## src/rtl/pwr_mode_pkg.sv

```systemverilog
// package: power control register layout, timing counts and shared types
package pwr_mode_pkg;

  // ---------------------------------------------------------------
  // register map
  // ---------------------------------------------------------------
  // printed offset 0x87 is not a multiple of four: index, byte = 4*index
  localparam logic [7:0]  POWER_CONTROL_IDX  = 8'h87;
  localparam logic [11:0] POWER_CONTROL_ADDR = {2'h0, POWER_CONTROL_IDX, 2'h0};
  localparam logic [11:0] IRQ_ENABLE_ADDR    = 12'h300;
  localparam logic [11:0] MODE_STATUS_ADDR   = 12'h304;
  localparam logic [7:0]  POWER_CONTROL_RST  = 8'h00;
  localparam logic [7:0]  IRQ_ENABLE_RST     = 8'h00;

  // ---------------------------------------------------------------
  // field positions
  // ---------------------------------------------------------------
  localparam int IDLE_BIT     = 0;
  localparam int PDOWN_BIT    = 1;
  localparam int U2_TXCLK_BIT = 2;
  localparam int U2_RXCLK_BIT = 3;
  localparam int ADC_IRQ_BIT  = 4;
  localparam int LVR_DIS_BIT  = 5;
  localparam int U2_DBL_BIT   = 6;
  localparam int U1_DBL_BIT   = 7;
  localparam int GLOBAL_IE_BIT = 7;

  // ---------------------------------------------------------------
  // timing
  // ---------------------------------------------------------------
  localparam int CLK_PER_MCYCLE    = 12;
  localparam int RESTART_MCYCLES   = 3;
  localparam int RESTART_CLKS      = RESTART_MCYCLES * CLK_PER_MCYCLE;
  localparam int EXT_RST_MCYCLES   = 2;
  localparam int EXT_RST_CLKS      = EXT_RST_MCYCLES * CLK_PER_MCYCLE;

  typedef enum logic [1:0] {
    MODE_RUN,
    MODE_IDLE,
    MODE_PDOWN,
    MODE_RESTART
  } pwr_mode_t;

  typedef struct packed {
    logic uart1_baud_double;
    logic uart2_baud_double;
    logic low_voltage_reset_disable;
    logic adc_irq_enable;
    logic uart2_rx_clock_select;
    logic uart2_tx_clock_select;
  } periph_cfg_t;

endpackage : pwr_mode_pkg

```

## src/rtl/power_saving_mode_control.sv

```systemverilog
// module: power-mode controller with power control register on APB
`timescale 1ns/1ps

module power_saving_mode_control
  import pwr_mode_pkg::*;
#(
  parameter int NUM_IRQ   = 7,
  parameter int HOLD_CLKS = EXT_RST_CLKS
) (
  input  wire logic               sys_clk,
  input  wire logic               rstn,
  // apb slave
  input  wire logic               psel,
  input  wire logic               penable,
  input  wire logic               pwrite,
  input  wire logic [11:0]        paddr,
  input  wire logic [31:0]        pwdata,
  input  wire logic [3:0]         pstrb,
  output logic                    pready,
  output logic [31:0]             prdata,
  output logic                    pslverr,
  // system side
  input  wire logic [NUM_IRQ-1:0] irq_pending,
  input  wire logic               ext_reset_req,
  input  wire logic               low_voltage_detect,
  input  wire logic               watchdog_reset,
  output logic                    cpu_clk_en,
  output logic                    periph_clk_en,
  output logic                    osc_enable,
  output logic                    core_reset,
  output logic                    low_voltage_reset,
  output periph_cfg_t             periph_cfg,
  output pwr_mode_t               mode
);

  initial begin
    if (NUM_IRQ < 1 || NUM_IRQ > 7) $error("NUM_IRQ must be 1..7");
  end

  // ---------------------------------------------------------------
  // state
  // ---------------------------------------------------------------
  logic [7:0] power_control_q;
  logic [7:0] irq_enable_q;
  pwr_mode_t  mode_q;
  pwr_mode_t  mode_d;
  logic       core_reset_q;
  logic       lvr_q;

  logic       wr_en;
  logic       rd_en;
  logic       hit_pc;
  logic       hit_ie;
  logic       hit_st;
  logic       wake_irq;
  logic       ext_taken;
  logic       int_reset;
  logic       any_reset;
  logic       restart_busy;
  logic       restart_done;
  logic       restart_start;

  // ---------------------------------------------------------------
  // apb decode
  // ---------------------------------------------------------------
  always_comb begin
    hit_pc = 1'b0;
    hit_ie = 1'b0;
    hit_st = 1'b0;
    if (paddr == POWER_CONTROL_ADDR) begin
      hit_pc = 1'b1;
    end else if (paddr == IRQ_ENABLE_ADDR) begin
      hit_ie = 1'b1;
    end else if (paddr == MODE_STATUS_ADDR) begin
      hit_st = 1'b1;
    end
  end

  assign pready  = 1'b1;
  assign pslverr = psel && penable && !(hit_pc || hit_ie || hit_st);
  assign wr_en   = psel && penable && pwrite && pstrb[0];
  assign rd_en   = psel && penable && !pwrite;

  always_ff @(posedge sys_clk or negedge rstn) begin
    if (!rstn) begin
      prdata <= 32'h0000_0000;
    end else if (psel && !penable && !pwrite) begin
      if (hit_pc) begin
        prdata <= {24'h00_0000, power_control_q};
      end else if (hit_ie) begin
        prdata <= {24'h00_0000, irq_enable_q};
      end else if (hit_st) begin
        prdata <= {30'h0000_0000, mode_q};
      end else begin
        prdata <= 32'h0000_0000;
      end
    end
  end

  // ---------------------------------------------------------------
  // wake and reset sources
  // ---------------------------------------------------------------
  // source and global enable
  assign wake_irq = irq_enable_q[GLOBAL_IE_BIT] &&
                    |(irq_pending & irq_enable_q[NUM_IRQ-1:0]);

  reset_filter #(
    .HOLD_CLKS (HOLD_CLKS)
  ) u_reset_filter (
    .sys_clk       (sys_clk),
    .rstn          (rstn),
    .ext_reset_req (ext_reset_req),
    .reset_taken   (ext_taken)
  );

  always_ff @(posedge sys_clk or negedge rstn) begin
    if (!rstn) begin
      lvr_q <= 1'b0;
    end else begin
      lvr_q <= low_voltage_detect && !power_control_q[LVR_DIS_BIT];
    end
  end

  assign int_reset = lvr_q || watchdog_reset;
  assign any_reset = int_reset || ext_taken;
  assign low_voltage_reset = lvr_q;

  // ---------------------------------------------------------------
  // power control and interrupt enable registers
  // ---------------------------------------------------------------
  // hardware clear of idle wins only against the sticky request; a
  // write in the same cycle that sets idle again still takes effect
  always_ff @(posedge sys_clk or negedge rstn) begin
    if (!rstn) begin
      power_control_q <= POWER_CONTROL_RST;
    end else if (any_reset) begin
      power_control_q <= POWER_CONTROL_RST;
    end else if (wr_en && hit_pc) begin
      power_control_q <= pwdata[7:0];
    end else if (mode_q == MODE_IDLE && wake_irq) begin
      power_control_q[IDLE_BIT] <= 1'b0;
    end
  end

  always_ff @(posedge sys_clk or negedge rstn) begin
    if (!rstn) begin
      irq_enable_q <= IRQ_ENABLE_RST;
    end else if (any_reset) begin
      irq_enable_q <= IRQ_ENABLE_RST;
    end else if (wr_en && hit_ie) begin
      irq_enable_q <= pwdata[7:0];
    end
  end

  // ---------------------------------------------------------------
  // mode sequencing
  // ---------------------------------------------------------------
  always_comb begin
    mode_d = mode_q;
    case (mode_q)
      MODE_RUN: begin
        if (power_control_q[PDOWN_BIT]) begin
          mode_d = MODE_PDOWN;
        end else if (power_control_q[IDLE_BIT]) begin
          mode_d = MODE_IDLE;
        end
      end
      MODE_IDLE: begin
        // internal or qualified external reset restarts after a delay
        if (int_reset || ext_taken) begin
          mode_d = MODE_RESTART;
        end else if (power_control_q[PDOWN_BIT]) begin
          mode_d = MODE_PDOWN;
        end else if (!power_control_q[IDLE_BIT] || wake_irq) begin
          mode_d = MODE_RUN;
        end
      end
      MODE_PDOWN: begin
        if (any_reset) begin
          mode_d = MODE_RESTART;
        end
      end
      MODE_RESTART: begin
        if (restart_done) begin
          mode_d = MODE_RUN;
        end
      end
      default: begin
        mode_d = MODE_RUN;
      end
    endcase
  end

  always_ff @(posedge sys_clk or negedge rstn) begin
    if (!rstn) begin
      mode_q <= MODE_RUN;
    end else begin
      mode_q <= mode_d;
    end
  end

  assign restart_start = (mode_q != MODE_RESTART) &&
                         (mode_d == MODE_RESTART);

  cycle_counter #(
    .WIDTH (8)
  ) u_restart_cnt (
    .sys_clk  (sys_clk),
    .rstn     (rstn),
    .start    (restart_start),
    .load_val (8'(RESTART_CLKS)),
    .busy     (restart_busy),
    .done     (restart_done)
  );

  always_ff @(posedge sys_clk or negedge rstn) begin
    if (!rstn) begin
      core_reset_q <= 1'b1;
    end else begin
      core_reset_q <= any_reset || (mode_d == MODE_RESTART);
    end
  end

  // ---------------------------------------------------------------
  // clock gating, reset, mode and peripheral config outputs
  // ---------------------------------------------------------------
  // idle: cpu halted, peripherals run
  assign cpu_clk_en    = (mode_q == MODE_RUN) && !core_reset_q;
  assign periph_clk_en = (mode_q != MODE_PDOWN);
  assign osc_enable    = (mode_q != MODE_PDOWN);
  assign core_reset    = core_reset_q;
  assign mode          = mode_q;

  assign periph_cfg.uart1_baud_double  = power_control_q[U1_DBL_BIT];
  assign periph_cfg.uart2_baud_double  = power_control_q[U2_DBL_BIT];
  assign periph_cfg.low_voltage_reset_disable =
    power_control_q[LVR_DIS_BIT];
  assign periph_cfg.adc_irq_enable     = power_control_q[ADC_IRQ_BIT];
  assign periph_cfg.uart2_rx_clock_select = power_control_q[U2_RXCLK_BIT];
  assign periph_cfg.uart2_tx_clock_select = power_control_q[U2_TXCLK_BIT];

endmodule : power_saving_mode_control

```

## src/rtl/cycle_counter.sv

```systemverilog
// module: loadable down counter that flags when its count runs out
`timescale 1ns/1ps
module cycle_counter
  import pwr_mode_pkg::*;
#(
  parameter int WIDTH = 8
) (
  input  wire logic             sys_clk,
  input  wire logic             rstn,
  input  wire logic             start,
  input  wire logic [WIDTH-1:0] load_val,
  output logic                  busy,
  output logic                  done
);

  logic [WIDTH-1:0] cnt_q;
  logic             busy_q;

  initial begin
    if (WIDTH < 2) $error("cycle_counter width too small");
  end

  always_ff @(posedge sys_clk or negedge rstn) begin
    if (!rstn) begin
      cnt_q  <= '0;
      busy_q <= 1'b0;
    end else if (start) begin
      cnt_q  <= load_val;
      busy_q <= 1'b1;
    end else if (busy_q) begin
      cnt_q <= cnt_q - WIDTH'(1);
      if (cnt_q == WIDTH'(1)) begin
        busy_q <= 1'b0;
      end
    end
  end

  assign busy = busy_q;
  assign done = busy_q && (cnt_q == WIDTH'(1));

endmodule : cycle_counter

```

## src/rtl/reset_filter.sv

```systemverilog
// module: qualifies the external reset input by a minimum hold time
`timescale 1ns/1ps
module reset_filter
  import pwr_mode_pkg::*;
#(
  parameter int HOLD_CLKS = EXT_RST_CLKS
) (
  input  wire logic sys_clk,
  input  wire logic rstn,
  input  wire logic ext_reset_req,
  output logic      reset_taken
);

  localparam int W = $clog2(HOLD_CLKS + 1);

  logic [W-1:0] hold_q;
  logic         taken_q;

  initial begin
    if (HOLD_CLKS < 1) $error("reset_filter hold count must be positive");
  end

  // short glitches never reach the full hold count
  always_ff @(posedge sys_clk or negedge rstn) begin
    if (!rstn) begin
      hold_q <= '0;
    end else if (!ext_reset_req) begin
      hold_q <= '0;
    end else if (hold_q != W'(HOLD_CLKS)) begin
      hold_q <= hold_q + W'(1);
    end
  end

  always_ff @(posedge sys_clk or negedge rstn) begin
    if (!rstn) begin
      taken_q <= 1'b0;
    end else begin
      taken_q <= ext_reset_req && (hold_q == W'(HOLD_CLKS - 1));
    end
  end

  assign reset_taken = taken_q;

endmodule : reset_filter

```

## config.mk

```make
export PLATFORM = sky130hd
export DESIGN_NAME = power_saving_mode_control
export DESIGN_NICKNAME = d
export VERILOG_FILES = /design/src/rtl/pwr_mode_pkg.sv /design/src/rtl/power_saving_mode_control.sv /design/src/rtl/cycle_counter.sv /design/src/rtl/reset_filter.sv
export SDC_FILE = /design/constraint.sdc
export NUM_CORES = 1
export LEC_CHECK = 0
export BUFFER_PORTS_ARGS = -buffer_cell sky130_fd_sc_hd__buf_2
export CORE_AREA = 10 10 89 72
export CTS_BUF_LIST = sky130_fd_sc_hd__clkbuf_4 sky130_fd_sc_hd__clkbuf_8
export CTS_CLUSTER_SIZE = 16
export DETAILED_ROUTE_END_ITERATION = 16
export DIE_AREA = 0 0 99 82
export PLACE_DENSITY = 0.86
export SLEW_MARGIN = 25
export SYNTH_ARGS = -nofsm -noshare
export SYNTH_HDL_FRONTEND = slang
export SYNTH_SLANG_ARGS = --single-unit
```

## constraint.sdc

```tcl
create_clock -name sys_clk -period 2.7 [get_ports sys_clk]
set_input_delay 0 -clock sys_clk [delete_from_list [all_inputs] [get_ports sys_clk]]
set_output_delay 0 -clock sys_clk [all_outputs]
set_load 0.02 [all_outputs]
```

* Word level (Yosys, flattened, before mapping)
Index checks and enable logic that the tools add are counted.
Word-level totals: register bits after elaboration 67, input port bits 63, output and inout port bits 47
Operators by class: add/sub/neg operators 2, equal/unequal tests 13, mux-type cells 30, bitwise operators 1, reductions and logical operators 33
Operator list (number):
- 8-bit 2-to-1 mux | 7
- 12-bit by 10-bit == test with 1-bit output (second input constant) | 3
- 2-bit 2-to-1 mux | 8
- 1-bit logical AND | 15
- 1-bit 2-to-1 mux | 11
- 5-bit 2-to-1 mux | 2
- 8-bit by 1-bit == test with 1-bit output (second input constant) | 1
- 2-bit one-hot mux with 4 select lines | 1
- 8-bit by 1-bit subtractor with 8-bit output (second input constant) | 1
- 7-bit AND | 1
- 7-bit 2-to-1 mux | 1
- 7-bit OR reduction | 1
- 2-bit == test (second input constant) | 3
- 1-bit logical NOT | 6
- 1-bit logical OR | 6
- 2-bit nonzero test | 3
- 5-bit by 1-bit adder with 5-bit output (second input constant) | 1
- 5-bit == test (second input constant) | 1
- 5-bit inequality test (second input constant) | 1
- 2-bit inequality test (second input constant) | 2
- 3-bit nonzero test | 1
- 2-bit by 1-bit == test with 1-bit output (second input constant) | 1
- 2-bit logical NOT | 1
- 2-bit by 1-bit inequality test with 1-bit output (second input constant) | 1

* Logic depth before layout (Yosys ltp)
Gate-level depths: netlist of the first run.
word-level depth 11, mapped depth 6, mapped depth without buffers 6

* Modules after synthesis
Synthesis of the first run repeated with hierarchy kept, for this count alone.
Second synthesis, totals: cell total of the unflattened synthesis 258, area, all modules 2504.9 um^2
By module, submodules not included:
- power_saving_mode_control | times used 1, cells each 174, area an instance 1676.6 um^2, sequential area each 701.9 um^2
- cycle_counter | times used 1, cells each 55, area an instance 510.5 um^2, sequential area each 225.2 um^2
- reset_filter | times used 1, cells each 29, area an instance 317.8 um^2, sequential area each 150.1 um^2

* Least setup slack after synthesis of the first run
No wires, ideal clock.
path type input -> register, start in paddr[6], end reg irq_enable_q[1], data arrival time 1.540 ns, required time 2.568 ns, slack 1.028 ns, cell stages on the path 6, buffers on the path 2, path through or4b_4 > buf_6 > or4_1 > buf_2 > mux2i_1 > nor2_1
On the way: word-level cells in the longest chain between the ends 5, elaborated cells between the ends (all ways) 6
Ends and longest elaborated chain:
- start, declared | RTL line power_saving_mode_control.sv:16 | input wire logic [11:0] paddr,
- 12-bit by 10-bit == test with 1-bit output | RTL line power_saving_mode_control.sv:72 | end else if (paddr == IRQ_ENABLE_ADDR) begin
- 1-bit 2-to-1 mux | RTL line power_saving_mode_control.sv:72
- 1-bit 2-to-1 mux * | RTL line power_saving_mode_control.sv:70 | if (paddr == POWER_CONTROL_ADDR) begin
- 1-bit logical AND * | RTL line power_saving_mode_control.sv:150 | end else if (wr_en && hit_ie) begin
- 2-bit nonzero test (no source line) *
- end signal, assigned | RTL line power_saving_mode_control.sv:151 | irq_enable_q <= pwdata[7:0];
- end, declared | RTL line power_saving_mode_control.sv:44 | logic [7:0] irq_enable_q;
Every way passes the cells marked *; elsewhere a longest branch is shown, timed or not. A chain may end at the register's enable or synchronous reset.

* Worst setup path in the final report of the first run
start reg lvr_q (netlist: low_voltage_reset), end reg mode_q[0] (netlist: mode[0])
On the way: word-level cells in the longest chain between the ends 4, elaborated cells between the ends (all ways) 5
Ends and longest elaborated chain:
- start, declared | RTL line power_saving_mode_control.sv:48 | logic lvr_q;
- start signal, assigned | RTL line power_saving_mode_control.sv:120 | lvr_q <= low_voltage_detect && !power_control_q[LVR_DIS_BIT];
- 1-bit logical OR * | RTL line power_saving_mode_control.sv:124 | assign int_reset = lvr_q || watchdog_reset;
- 1-bit logical OR * | RTL line power_saving_mode_control.sv:125, power_saving_mode_control.sv:170
- 2-bit 2-to-1 mux, on equally long branches | RTL line power_saving_mode_control.sv:179, power_saving_mode_control.sv:170
- 2-bit one-hot mux with 4 select lines * | RTL line power_saving_mode_control.sv:160 | case (mode_q)
- via mode_d[0] | RTL line power_saving_mode_control.sv:46 | pwr_mode_t mode_d;
- end signal, assigned | RTL line power_saving_mode_control.sv:198 | mode_q <= mode_d;
- end, declared | RTL line power_saving_mode_control.sv:45 | pwr_mode_t mode_q;
Mark *: on every way through the listed nets, which the timed path passes. The rest lies on a longest branch.

==> flow_summary.yaml, run 1 <==
status:
  status: "finished, final reports clean"
logic_synthesis:
  syn_inst: 239
  syn_area_per_cell_sq_um: 9.89
  synth_edf_count: 0
  synth-async-reset-ratio_pct: 100
  yosysSeqAreaShare_pct: 45.6
  synth_warnings: 0
  syn_area_sq_um: 2360
  synth-main-ff-cell: "dfrtp_1"
  synth_seq_cells: 43
  yosysUniqueCellTypes: 44
timing:
  hold_viol: 0
  worst_pin_slew_ns: 0.803
  slew_headroom_pct: 46.0
  fmax_mhz: 583
  slew_viol_final: 0
  setup_viol: 0
  fin_crit_ns: 1.72
  skew_ns: 0.00437
  tns_ns: 0
  rsz0062_at_grt: "false"
  fin_crit_sh_pct: 63.5
grt:
  grt.overflow.total: 0
  grt_pass1_wl_um: 8690
  grt_max_degree: 44
  grt_pass1_vias: 1854
  antenna_found_initial: 0
  grt_util_all_layers_pct: 12.8
pwr:
  p_per_area_nw_per_um2: 584
  report.power.total_mw: 1.61
  p_leak_nw: 1.34
  max-vdd-ir-drop_mv: 0.302
cts:
  clockBufferDepth: 2
  cts-root-buf: "clkbuf_8"
  cts_made_buffers: 5
  clock_latency_ns: 0.29
  cts.clk_slew.worst_paths_ns: 0.08
  clock_sinks: 43
  cts.repair.resized: 0
  cts_tree: "done"
  cts_max_level: 2
  cts_setup_buffers: 0
setup_path:
  cp.arrival_ns: 1.91
  crit_start: "low_voltage_reset"
  start_kind: "register"
  path_max_fanout: 22
  criticalPathCategory: "register to register"
  r2r-start: "low_voltage_reset"
  end_kind: "register"
  worstPathRequired_ns: 2.89
run:
  drv_cap: 0
finish:
  final_nets: 366
  drive_gt1_share_pct: 24.1
  num_antenna_cells: 0
  area_delta_synth_final_pct: 16.8
  fin_util_pct: 58.7
detailed_routing:
  routed_wl_um: 5380
  vias_per_cell: 5.08
  route.detailed.drc: 0
  drtAntennaViolNets: 0
  first_pass_iters: 4
  vias: 1825
  drt-initial-drc-count: 66
  wl_per_cell_um: 15.0
placement:
  gp_congestion: 0.787
  dp_hpwl_um: 4180
  portBuffers: 57
worst_hold_path:
  hp-start: "irq_pending[4]"
  hp-class: "primary input to register"
die:
  dieArea_sq_um: 8120
  rows: 22
  ios: 110
  start_util_pct: 50.2
  die_h_um: 82
  coreArea_sq_um: 4710
  die_x_um: 99
## layout by cell type, fill, tap and decap left out, drive strengths merged, types with 4 or more instances in the layout
cell type	synthesis	layout
buf	35	58
dfrtp	42	42
nor2	26	26
conb	2	25
nand2	20	20
mux2i	15	15
o21ai	13	13
dlygate4sd3	0	11
a22oi	8	8
xnor2	8	8
nor3	7	7
inv	6	6
a21oi	5	5
clkbuf	4	5
nor2b	4	4
and2	4	4
ha	4	4
## per-stage QoR
step,cells,cell area [sq um],setup slack [ns],hold WS [ns]
3_3_place_gp,341,2540,0.710,0.184
2_1_floorplan,262,2450,1.03,-0.296
3_5_place_dp,341,2540,0.687,0.199
6_report,359,2760,0.984,0.142
5_1_grt,359,2760,0.826,0.180
4_1_cts,359,2760,0.973,0.146
## kinds of logic after synthesis
group / share of synthesized area (%)
other: 0.318
muxes: 7.78
buffers and inverters: 12.6
xor gates and xnor gates: 3.70
and+or+nand+nor: 18.4
AOI/OAI and AO/OA: 9.52
adders and majority gates: 2.12
DFF: 45.6
## synthesized netlist by cell type (2+ instances only)
cell	instances	area, sq um
and2_1	4	25.0
inv_1	6	22.5
a32oi_1	2	17.5
nand2_1	20	75.1
xnor2_1	8	70.1
or4_1	2	15.0
nand4b_1	2	17.5
nor2_1	26	97.6
dfrtp_1	42	1050
mux2_2	3	33.8
a21oi_1	5	25.0
mux2i_1	15	150
and3_1	2	12.5
nand3_1	3	15.0
nor3b_1	3	22.5
buf_4	32	240
o21ai_1	8	40.0
buf_2	2	10.0
clkbuf_1	4	15.0
a22oi_1	8	60.1
o21ai_0	5	25.0
or3_1	2	12.5
nor3_1	6	30.0
xor2_1	2	17.5
nor2b_1	4	25.0
conb_1	2	7.51
ha_1	4	50.1
## per-layer routing
| layer | wire length, um | part of all wire (%) | GRT usage (%) | vias to the layer above |
|---|---|---|---|---|
| li1 | - | - | - | 887 |
| met1 | 2370 | 44 | 15.6 | 878 |
| met2 | 2590 | 48 | 21.5 | 56 |
| met3 | 364 | 6.8 | 3.36 | 4 |
| met4 | 51 | 0.95 | 4.71 | 0 |
| met5 | 0 | 0 | 0 | - |
## worst max-delay path, stage by stage, from the launching register on
cell and delay, ns:
dfrtp_1 0.37, or3_1 0.68, a21oi_1 0.25, o21ai_0 0.11, a32o_1 0.20
## layout make-up
| class | count | area (sq um) |
|---|---|---|
| Sequential cell | 43 | 1080 |
| Multi-Input combinational cell | 174 | 1070 |
| Timing Repair Buffer | 69 | 405 |
| Tap cell | 60 | 75.1 |
| Fill cell | 406 | 1950 |
| Clock inverter | 2 | 37.5 |
| Clock buffer | 5 | 68.8 |
| Inverter | 6 | 22.5 |
## path summary, 6_finish.rpt
path,slack (ns),cells past startpoint,endpoint
worst max register to register,0.98,4,mode[0]
worst max-delay path,0.98,4,mode[0]
worst min register to register,0.48,2,prdata[1]
worst min-delay path,0.14,5,power_control_q[0]
min in group asynchronous,0.22,2,u_reset_filter.hold_q[0]
max in group asynchronous,2.10,2,core_reset
## where the power goes
part           switching [mW]  total (mW)  internal (mW)
Sequential             0.0784       0.795          0.717
Combinational           0.180       0.330          0.150
Clock                   0.219       0.489          0.270
## sequential cells by signal, summed over array words and instances, names as in the netlist
register	count
u_reset_filter.reset_taken	1
mode	2
prdata	8
u_reset_filter.hold_q	5
irq_enable_q	8
power_control_q	8
u_restart_cnt.busy	1
core_reset	1
low_voltage_reset	1
u_restart_cnt.cnt_q	8
## repair_timing
action,4_1_cts,5_1_grt
endpoints found under the hold margin,62,0
endpoints found under the setup margin,0,0
hold buffers,11,0
(Power assumes the default switching activity.)
==> inputs of run 2 (changes only) <==
--- a/config.mk
+++ b/config.mk
@@ -5,13 +5,14 @@
 export SDC_FILE = /design/constraint.sdc
 export NUM_CORES = 1
 export LEC_CHECK = 0
+export ABC_AREA = 1
 export BUFFER_PORTS_ARGS = -buffer_cell sky130_fd_sc_hd__buf_2
-export CORE_AREA = 10 10 89 72
+export CORE_AREA = 10 10 95 76
 export CTS_BUF_LIST = sky130_fd_sc_hd__clkbuf_4 sky130_fd_sc_hd__clkbuf_8
 export CTS_CLUSTER_SIZE = 16
 export DETAILED_ROUTE_END_ITERATION = 16
-export DIE_AREA = 0 0 99 82
-export PLACE_DENSITY = 0.86
+export DIE_AREA = 0 0 105 86
+export PLACE_DENSITY = 0.8
 export SLEW_MARGIN = 25
 export SYNTH_ARGS = -nofsm -noshare
 export SYNTH_HDL_FRONTEND = slang
==> constraint.sdc (replaced) <==
create_clock -name sys_clk -period 1.8 [get_ports sys_clk]
set_input_delay 0 -clock sys_clk [delete_from_list [all_inputs] [get_ports sys_clk]]
set_output_delay 0 -clock sys_clk [all_outputs]
set_load 0.02 [all_outputs]
==> run 2 against run 1 <==
Compared with the run above:
- routed wire length rose by 8.8%
- worst setup slack got worse by 0.82 ns
- highest routed layer unchanged
- synthesized area rose by 7.6%
- core utilization fell by 3.6 points
- first-iteration DRC count rose by 67%
- synthesized cell count rose by 27%
- clock-buffer cell count rose by 1
- fmax rose by 5.2%
- via count rose by 12%
- total power rose by 72%
- final area rose by 5.6%
==> flow_summary.yaml, run 2 <==
logic_synthesis:
  synth_warnings: 0
  synth_seq_cells: 43
  synth_xor_area_share_pct: 2.75
  synth.most_common_cell: "nand2_1"
  syn_area_sq_um: 2540
  synth-async-reset-ratio_pct: 100
  synth_top_area_share_pct: 41.3
  yosysTopAreaCell: "dfrtp_1"
  synth_top_family_by_area: "simple AND/OR/NAND/NOR gates"
  synth-main-ff-cell: "dfrtp_1"
  synth_compound_area_share_pct: 11.1
  syn_area_per_cell_sq_um: 8.40
  synth_edf_count: 0
  ys_top_cells_by_count: "84 x nand2_1, 42 x dfrtp_1, 34 x inv_1, 32 x buf_4, 16 x nor2_1"
  synth_mux_area_share_pct: 0
  syn_inst: 303
  synth_fa_ha_area_share_pct: 1.97
  yosysSeqAreaShare_pct: 42.3
  yosysUniqueCellTypes: 37
  synthTopCellsByArea: "dfrtp_1 41%, nand2_1 12%, buf_4 9.4%"
  synth-simple-area-share_pct: 25.8
detailed_routing:
  wl_per_cell_um: 13.4
  vias: 2039
  vias_per_cell: 4.66
  first_pass_iters: 5
  routed_wl_um: 5860
  drt-initial-drc-count: 110
  drtAntennaViolNets: 0
  route.detailed.drc: 0
setup_path:
  r2r-start: "u_restart_cnt.cnt_q[0]"
  cp.arrival_ns: 1.83
  r2r_setup_slack_ns: 0.17
  cp.depth: 12
  crit_path_end: "u_restart_cnt.cnt_q[0]"
  critPathTopFamily: "simple AND/OR/NAND/NOR gates"
  start_kind: "register"
  criticalPathCategory: "register to register"
  path_max_fanout: 9
  rr_worst_depth: 12
  path_cells: "ha_1 -> nor3b_2 -> nand3b_1 -> nand2_2 -> nand2_1 -> nand2_1 -> nand2_1 -> nand2_2 -> nand2_4 -> nand3_4 -> nand2_1 -> inv_1"
  crit_slowest_cell: "dfrtp_1"
  worstPathRequired_ns: 2.00
  r2r-end: "u_restart_cnt.cnt_q[0]"
  end_kind: "register"
  worst-path-buf-inv: 1
  crit_top_cell: "nand2_1"
  crit_start: "u_restart_cnt.cnt_q[0]"
  cp_slowest_stage_delay_ns: 0.42
die:
  die_x_um: 105
  start_util_pct: 48.1
  rows: 23
  coreArea_sq_um: 5300
  die_h_um: 86
  dieArea_sq_um: 9030
  ios: 110
timing:
  slew_headroom_pct: 63.5
  fin_crit_ns: 1.63
  skew_ns: 0.00386
  slew_viol_final: 0
  timing.hold.ws_ns: 0.00394
  fmax_mhz: 613
  hold_viol: 0
  tns_ns: 0
  setup_viol: 0
  fin_crit_sh_pct: 90.6
  rsz0062_at_grt: "false"
  worst_pin_slew_ns: 0.548
pwr:
  p_leak_nw: 1.60
  report.power.total_mw: 2.78
  max-vdd-ir-drop_mv: 0.651
  p_per_area_nw_per_um2: 952
placement:
  gp_congestion: 0.822
  dp_hpwl_um: 4450
  portBuffers: 57
cts:
  clock_sinks: 43
  cts_max_level: 2
  cts_tree: "done"
  cts-root-buf: "clkbuf_8"
  cts.clk_slew.worst_paths_ns: 0.08
  clock_latency_ns: 0.30
  clockBufferDepth: 2
  cts_made_buffers: 5
grt:
  grt_max_degree: 44
  grt_util_all_layers_pct: 12.9
  grt_pass1_vias: 2004
  grt-busiest-layer: "met2"
  grt_pass1_wl_um: 9620
  grtUsageMet1_pct: 15.6
  use_met3_pct: 5.31
  grt.overflow.total: 0
  antenna_found_initial: 0
  global_route.usage.met2_pct: 20.4
finish:
  area_delta_synth_final_pct: 14.6
  drive_gt1_share_pct: 28.7
  layout_commonest_cell: "nand2_1"
  num_antenna_cells: 0
  mostFrequentLayoutCells: "84 x nand2_1, 57 x buf_2, 42 x dfrtp_1"
  final_nets: 430
  fin_util_pct: 55.1
run:
  drv_cap: 0
status:
  status: "finished, final reports clean"
worst_hold_path:
  hp-class: "primary input to register"
  hp-start: "pwdata[7]"
-- run 2: cell types whose count changed after synthesis, moves of 8 or more --
cell / previous run / this run
inv_1: 6 / 34
mux2i_1: 15 / 0
a22oi_1: 8 / 0
o21ai_2: 0 / 15
nor2_1: 26 / 16
nand2_1: 20 / 84
nand2_2: 0 / 9
-- run 2: layout make-up --
cell class / instances / area (sq um)
fillers: 477 / 2380
inverters: 35 / 131
clock buffers: 6 / 82.6
flip-flops and latches: 43 / 1080
clock inverters: 1 / 5.00
multi-input cells: 212 / 1160
repair buffers: 66 / 368
well taps: 75 / 93.8
-- run 2: layer usage --
| layer | share of wire, % | routed length [um] |
|---|---|---|
| met5 | 0 | 0 |
| met4 | 2.1 | 121 |
| met3 | 8.3 | 488 |
| met2 | 44 | 2580 |
| met1 | 45 | 2660 |
-- run 2: logic make-up (layout without fill, tap and decap cells) --
family / after synthesis / count (layout)
buffers and inverters: 71 / 108
adders and majority gates: 4 / 4
DFF: 43 / 43
xor gates and xnor gates: 8 / 8
AOI/OAI and AO/OA: 36 / 36
other: 2 / 25
and+or+nand+nor: 139 / 139
-- run 2: where the power goes --
group	switching (mW)	leakage [nW]	internal, mW	total [mW]
combinational	0.565	0.991	0.331	0.896
sequential	0.141	0.559	1.11	1.25
clock	0.330	0.0470	0.301	0.631
total	1.04	1.60	1.74	2.78
-- run 2: worst min path at each step --
stage | to | slack [ns] | cells past startpoint
after floorplan | irq_enable_q[0] | -0.30 | 0
after global placement | power_control_q[4] | 0.10 | 2
after detailed placement | irq_enable_q[4] | 0.10 | 2
after CTS | irq_enable_q[5] | 0.00005 | 3
after global routing | irq_enable_q[7] | 0.01 | 3
final | irq_enable_q[7] | 0.004 | 3
-- run 2: timing repair --
| item | in CTS | in global routing |
|---|---|---|
| setup buffers | 0 | 0 |
| endpoints found under the setup margin | 0 | 9 |
| hold buffers | 6 | 0 |
| resized for setup | 0 | 1 |
| hold endpoints to repair | 54 | 0 |
-- run 2: metrics by stage --
stage               worst slack, ns  instance area [sq um]  cells
finish                        0.169                   2920    438
global route                 0.0202                   2920    438
floorplan                     0.288                   2630    326
detailed placement            0.136                   2760    425
CTS                           0.104                   2910    438
global placement              0.175                   2760    425
-- run 2: worst min-delay path, delay by kind of cell --
kind / cells / cell delay, ns
compound gates: 1 / 0.07
buf+inv: 1 / 0.10
simple gates: 1 / 0.11
